`src/pkg/regbank_pkg.sv`:
```
// Purpose: constants and types for the regulator setting register bank
// Assumes: 8-bit register port, byte addresses
// Notes: reset values of settings are module parameters (factory options)
package regbank_pkg;

  // ****************************************
  // register offsets
  // ****************************************
  localparam logic [7:0] OFS_IDENTITY = 8'h00;
  localparam logic [7:0] OFS_CONV1 = 8'h01;
  localparam logic [7:0] OFS_CONV2 = 8'h02;
  localparam logic [7:0] OFS_CONV3 = 8'h03;
  localparam logic [7:0] OFS_CONV4 = 8'h04;
  localparam logic [7:0] OFS_RAMP_EN = 8'h05;
  localparam logic [7:0] OFS_MODE = 8'h06;
  localparam logic [7:0] OFS_LIN1 = 8'h07;
  localparam logic [7:0] OFS_LIN2 = 8'h08;
  localparam logic [7:0] OFS_LIN3 = 8'h09;

  // ****************************************
  // field positions and masks
  // ****************************************
  localparam int LEVEL_LSB = 2;
  localparam int RAMP_EN_LSB = 4;
  localparam int OPSEL_LSB = 4;
  localparam int DISCH_LSB = 0;
  localparam logic [7:0] RAMP_EN_MASK = 8'hF0;
  localparam logic [7:0] LIN_MASK = 8'h7F;

  // ****************************************
  // values after reset (factory defaults)
  // ****************************************
  localparam logic [7:0] CONV_RST_VAL = 8'h00;
  localparam logic [7:0] RAMP_EN_RST_VAL = 8'h00;
  localparam logic [7:0] MODE_RST_VAL = 8'h00;
  localparam logic [7:0] LIN_RST_VAL = 8'h00;
  localparam logic [7:0] RDATA_RST_VAL = 8'h00;

  // ****************************************
  // saturation points and level steps
  // ****************************************
  localparam logic [5:0] CONV_LO_SAT = 6'h2C;
  localparam logic [5:0] CONV_HI_SAT = 6'h3A;
  localparam logic [6:0] LIN_SAT = 7'h50;
  localparam int CONV_LO_BASE_MV = 700;
  localparam int CONV_LO_STEP_MV = 25;
  localparam int CONV_HI_BASE_MV = 700;
  localparam int CONV_HI_STEP_MV = 50;
  localparam int LIN_BASE_MV = 1600;
  localparam int LIN_STEP_MV = 25;
  localparam int RAMP_LO_BASE_MV = 25;
  localparam int RAMP_HI_BASE_MV = 50;

  // ****************************************
  // converter control carrier
  // ****************************************
  typedef struct packed {
    logic [11:0] targetMv;
    logic [9:0] slewMvPer10us;
    logic rampOn;
    logic autoMode;
    logic offDischarge;
  } conv_ctl_t;

endpackage : regbank_pkg

```
`src/rtl/regulator_setting_register_bank.sv`:
```
// Purpose: register bank holding converter and linear regulator settings
// Assumes: serial-bus front end delivers single-cycle byte writes and reads
// Notes: analog controls are decoded levels in mV and slopes in mV per 10 us
//
// Operation
// - converters 1-2: 0.7V base, 25mV step, 1.8V cap
// - converters 3-4: 0.7V base, 50mV step, 3.6V cap
// - converters 1-2 slope 25/50/100/200 mV
// - converters 3-4 slope 50/100/200/400 mV
// - ramp enable bits 7:4: step or slope
// - mode bits 7:4: forced PWM or auto
// - mode bits 3:0: float or discharge when off
// - linear 1-3: 1.6V base, 25mV step, 3.6V cap
`timescale 1ns/1ps
module regulator_setting_register_bank
  import regbank_pkg::*;
#(
  parameter logic [3:0] MAKER_CODE = 4'h5, // arbitrary value
  parameter logic [3:0] SILICON_REVISION = 4'h1, // arbitrary value
  parameter logic [7:0] CONV_RESET = CONV_RST_VAL,
  parameter logic [7:0] RAMP_EN_RESET = RAMP_EN_RST_VAL,
  parameter logic [7:0] MODE_RESET = MODE_RST_VAL,
  parameter logic [7:0] LIN_RESET = LIN_RST_VAL
) (
  input wire logic ref_clk,
  input wire logic reset_n,
  input wire logic regWrite,
  input wire logic regRead,
  input wire logic [7:0] regAddr,
  input wire logic [7:0] regWdata,
  output logic [7:0] regRdata,
  output logic regRvalid,
  output conv_ctl_t convCtl [4],
  output logic [11:0] linregTargetMv [3]
);

  if ((RAMP_EN_RESET & ~RAMP_EN_MASK) != 8'h00 ||
      (LIN_RESET & ~LIN_MASK) != 8'h00) begin : gBadReset
    $error("reserved bits set in reset value");
  end

  // ****************************************
  // storage
  // ****************************************
  logic [7:0] convReg [4];
  logic [7:0] convNext [4];
  logic [7:0] rampEnReg, rampEnNext;
  logic [7:0] modeReg, modeNext;
  logic [7:0] linReg [3];
  logic [7:0] linNext [3];
  logic [7:0] rdataReg, rdataNext;
  logic rvalidReg, rvalidNext;

  always_comb begin
    for (int i = 0; i < 4; i++) begin
      convNext[i] = convReg[i];
      if (regWrite && regAddr == OFS_CONV1 + 8'(i)) begin
        convNext[i] = regWdata;
      end
    end
    for (int i = 0; i < 3; i++) begin
      linNext[i] = linReg[i];
      if (regWrite && regAddr == OFS_LIN1 + 8'(i)) begin
        linNext[i] = regWdata & LIN_MASK;
      end
    end
    rampEnNext = rampEnReg;
    if (regWrite && regAddr == OFS_RAMP_EN) begin
      rampEnNext = regWdata & RAMP_EN_MASK;
    end
    modeNext = modeReg;
    if (regWrite && regAddr == OFS_MODE) begin
      modeNext = regWdata;
    end
    rvalidNext = regRead;
    rdataNext = rdataReg;
    if (regRead) begin
      case (regAddr)
        OFS_IDENTITY: rdataNext = {MAKER_CODE, SILICON_REVISION};
        OFS_CONV1: rdataNext = convReg[0];
        OFS_CONV2: rdataNext = convReg[1];
        OFS_CONV3: rdataNext = convReg[2];
        OFS_CONV4: rdataNext = convReg[3];
        OFS_RAMP_EN: rdataNext = rampEnReg;
        OFS_MODE: rdataNext = modeReg;
        OFS_LIN1: rdataNext = linReg[0];
        OFS_LIN2: rdataNext = linReg[1];
        OFS_LIN3: rdataNext = linReg[2];
        default: rdataNext = 8'h00;
      endcase
    end
  end

  always_ff @(posedge ref_clk) begin
    if (!reset_n) begin
      for (int i = 0; i < 4; i++) begin
        convReg[i] <= CONV_RESET;
      end
      for (int i = 0; i < 3; i++) begin
        linReg[i] <= LIN_RESET;
      end
      rampEnReg <= RAMP_EN_RESET;
      modeReg <= MODE_RESET;
      rdataReg <= RDATA_RST_VAL;
      rvalidReg <= 1'b0;
    end else begin
      convReg <= convNext;
      linReg <= linNext;
      rampEnReg <= rampEnNext;
      modeReg <= modeNext;
      rdataReg <= rdataNext;
      rvalidReg <= rvalidNext;
    end
  end

  assign regRdata = rdataReg;
  assign regRvalid = rvalidReg;

  // ****************************************
  // analog control decode
  // ****************************************
  genvar g;
  generate
    for (g = 0; g < 4; g++) begin : gConv
      logic [5:0] code;
      logic [5:0] sat;
      logic [1:0] rate;
      assign code = convReg[g][7:LEVEL_LSB];
      assign rate = convReg[g][1:0];
      if (g < 2) begin : gLo
        assign sat = (code >= CONV_LO_SAT) ? CONV_LO_SAT : code;
        assign convCtl[g].targetMv = 12'(CONV_LO_BASE_MV + CONV_LO_STEP_MV * sat);
        assign convCtl[g].slewMvPer10us = 10'(RAMP_LO_BASE_MV << rate);
      end else begin : gHi
        assign sat = (code >= CONV_HI_SAT) ? CONV_HI_SAT : code;
        assign convCtl[g].targetMv = 12'(CONV_HI_BASE_MV + CONV_HI_STEP_MV * sat);
        assign convCtl[g].slewMvPer10us = 10'(RAMP_HI_BASE_MV << rate);
      end
      // converter 1 maps to bit 7, converter 4 to bit 4; for discharge converter 1 maps to bit 3, converter 4 to bit 0
      assign convCtl[g].rampOn = rampEnReg[RAMP_EN_LSB + 3 - g];
      assign convCtl[g].autoMode = modeReg[OPSEL_LSB + 3 - g];
      assign convCtl[g].offDischarge = modeReg[DISCH_LSB + 3 - g];
    end
    for (g = 0; g < 3; g++) begin : gLin
      logic [6:0] lcode;
      assign lcode = (linReg[g][6:0] >= LIN_SAT) ? LIN_SAT : linReg[g][6:0];
      assign linregTargetMv[g] = 12'(LIN_BASE_MV + LIN_STEP_MV * lcode);
    end
  endgenerate
endmodule : regulator_setting_register_bank

```
`config.mk`:
```
export PLATFORM = sky130hd
export DESIGN_NAME = regulator_setting_register_bank
export DESIGN_NICKNAME = d
export VERILOG_FILES = /design/src/pkg/regbank_pkg.sv /design/src/rtl/regulator_setting_register_bank.sv
export SDC_FILE = /design/constraint.sdc
export NUM_CORES = 1
export LEC_CHECK = 0
export ABC_CLOCK_PERIOD_IN_PS = 6900
export BUFFER_PORTS_ARGS = -buffer_cell sky130_fd_sc_hd__buf_2
export CAP_MARGIN = 20
export CELL_PAD_IN_SITES_DETAIL_PLACEMENT = 1
export CELL_PAD_IN_SITES_GLOBAL_PLACEMENT = 2
export CORE_UTILIZATION = 36
export DETAILED_ROUTE_END_ITERATION = 7
export PLACE_DENSITY = 0.93
export SETUP_SLACK_MARGIN = 0.02
export SLEW_MARGIN = 5
export SYNTH_ARGS = -nofsm -noshare
export SYNTH_HDL_FRONTEND = slang
export SYNTH_SLANG_ARGS = --single-unit
```
`constraint.sdc`:
```
create_clock -name ref_clk -period 6.9 [get_ports ref_clk]
set_input_delay 0.69 -clock ref_clk [delete_from_list [all_inputs] [get_ports ref_clk]]
set_output_delay 0.69 -clock ref_clk [all_outputs]
set_load 0.03 [all_outputs]
```
==> summary.md <==
| Metric | Value |
|---|---|
| Buffers added on ports | 154 |
| Post-synth top flop | dfxtp_1 |
| Chip Width | 150 µm |
| Clock slew at reported path FFs | 0.06 ns |
| Pre-antenna DRT Iters | 4 |
| Avg Inst Size Synth | 8.75 µm² |
| Worst Clk Skew | 0.00731 ns |
| Max transition margin | 0.322 |
| Row Count | 53 |
| Hold Vio Cnt, Final | 0 |
| Area of the multi-input gates | 0.00575 mm² |
| Overflow after GRT | 0 |
| Yosys warning total | 0 |
| CP required | 6.21 ns |
| Cell Count, Final, Fillers Out | 1293 |
| Setup Fix Bufs, Post-CTS | 0 |
| CP max FO | 6 |
| First-pass GRT wire length | 34400 µm |
| Area Overhead vs Synth | 15.4% |
| Worst slack at placement | 2.47 ns |
| Actual slew at the worst max-slew pin | 1.02 ns |
| Max cap viols | 0 |
| Root Driver | clkbuf_16 |
| Worst Path Arrival | 4.07 ns |
| Tot Pwr | 1040 µW |
| Vias in the first global route | 6801 |
| Final setup fails | 0 |
| H-Tree Depth | 3 |
| Worst hold path class | reg2reg |
| Initial Util | 0.370 |
| RSZ-0062 raised after global routing | false |
| Total CTS buffers | 9 |
| Die area | 0.0224 mm² |
| EDFF count, synth | 0 |
| GRT met2 Usage | 0.346 |
| Synthesized flop and latch total | 74 |
| Wire per inst | 16.6 µm |
| TritonCTS clock tree | done |
| Cell variety after synth | 49 |
| CTS Hold Bufs | 0 |
| Placer Congestion | 0.908 |
| Initial antenna violation count | 0 |
| Detail Route Antenna Nets | 0 |
| Post-Route Setup TNS | 0 ns |
| GR Util All Layers | 0.196 |
| CP endpoint kind | primary output |
| # IOs | 165 |
| Largest net degree at the start of global routing | 73 |
| Netlist Area Pre-Place | 0.00785 mm² |
| Fill cell count | 2543 |
| Via count normalized by instance count | 5.09 |
| Synth Instances | 897 |
| Met1 Resource Use GR | 0.247 |
| Iter 0 DRT Violations | 302 |
| Share of layout cells above drive strength 1 | 0.186 |
| Peak VDD IR | 0.000120 V |
| Placed insts | 1277 |
| Post-layout min period | 4.76 ns |
| Ys async rst share | 0 |
| Final Slew Violations | 0 |
| Clock Tree Buf Depth | 2 |
| Busiest grt layer | met2 |
| Hold Worst Slack | 0.480 ns |
| Final #Nets | 1210 |
| Post-route setup slack | 2.14 ns |
| Status | complete, no violations |
| Sequential-to-total area share from yosys stat | 0.189 |
| Worst skew pair latency | 0.34 ns |
| M3 GR Usage | 0.0305 |
| WL final | 21500 µm |
| Fmax | 0.210 GHz |
| CP startpoint kind | register |
| Pwr per Cell Area | 115 mW/mm² |
| DR DRC count | 0 |
| CTS Sinks | 74 |
| CORE AREA | 0.0212 mm² |
| Post-CTS sizing | 0 |
| DPL Wire Length | 17200 µm |
| Reg area | 0.00148 mm² |
| Static leakage | 0.00482 µW |
| Final worst path period share | 0.690 |
| Die Ht | 150 µm |
| Crit Path Class | reg2out |
| Via count | 6575 |
-- cell type report --
class,count,share of cell area
flip-flops and latches,74,0.164
clock buffers,10,0.0264
clock inverters,5,0.0113
multi-input cells,675,0.634
repair buffers,154,0.0851
diodes,1,0.000276
inverters,99,0.0410
well taps,275,0.0380
-- kinds of logic (layout without fill, tap and decap cells) --
kind of cell	Yosys count	in the layout	share of synthesized area
buffers and inverters	157	268	0.0835
AND/OR/NAND/NOR	222	222	0.153
other	1	11	0.000478
AO/OA/AOI/OAI	134	134	0.113
flip-flops	74	74	0.189
XOR/XNOR	56	56	0.0625
multiplexers	76	76	0.0998
adder cells (fa/ha/maj)	177	177	0.298
-- synth_stat cells, types with 12 or more instances --
master    number  area (µm²)
a21boi_0      13        97.6
a21o_1        13        97.6
a21oi_1       37         185
and2_1        12        75.1
and3_1        12        75.1
buf_4         16         120
clkbuf_1      36         135
dfxtp_1       74        1480
fa_1          17         340
ha_1         160        2000
inv_1         99         372
mux2i_1       67         671
nand2_1       45         169
nand3_1       16        80.1
nor2_1        37         139
nor2b_1       67         419
o21ai_0       17        85.1
o21bai_1      12        90.1
xnor2_1       35         307
xor2_1        21         184
-- metrics by stage --
step | util | cell area [µm²]
after global routing | 0.427 | 9060
after global placement | 0.411 | 8710
final | 0.427 | 9060
after detailed placement | 0.411 | 8710
after floorplan | - | 7880
after CTS | 0.427 | 9060
-- placed cells by master, fill, tap and decap left out, drive strengths merged, types with 19 or more instances in the layout --
master and n:
nor2 37, xor2 21, nand3 19, dfxtp 74
a21oi 37, nand2 45, inv 99, ha 160
xnor2 35, buf 154, mux2i 67, nor2b 67
-- flip-flops by register name (all words and copies together) (netlist names) --
register	count
rampEnReg	4
convReg	32
modeReg	8
linReg	21
regRdata	8
regRvalid	1
-- layer usage --
metal,wire [µm],vias to the layer above,share of wire
li1,-,3224,-
met1,9600,3169,0.45
met2,10500,163,0.49
met3,1070,19,0.050
met4,323,0,0.015
met5,0,-,0
-- power breakdown --
part	leakage (µW)	total, µW	switching [µW]	internal (µW)
Clock	0.000165	544	183	360
Sequential	0.000596	429	0.919	428
Combinational	0.00406	66.2	47.4	18.8
Total	0.00482	1040	232	807
-- final timing paths --
kind                                  start            endpoint  slack, ns  depth (start not counted)
worst min register to register    linReg[1]           linReg[1]       0.48                          2
worst min-delay path              linReg[1]           linReg[1]       0.48                          2
worst max-delay path             linReg[22]  linregTargetMv[35]       2.14                         16
worst max register to register  convReg[25]         regRdata[1]       5.21                          6
-- critical path, cell delays in order, from the launching register on --
cell	delay, ns
dfxtp_1	0.45
o21ai_0	0.23
and2_1	0.25
ha_1	0.29
inv_1	0.05
fa_1	0.54
inv_1	0.05
ha_1	0.29
ha_1	0.22
fa_1	0.41
a21oi_1	0.17
nor2_1	0.05
nor2_1	0.15
o21bai_1	0.08
a21oi_1	0.17
xnor2_1	0.13
buf_2	0.22
Note: power is estimated with default switching activity, not from simulation.
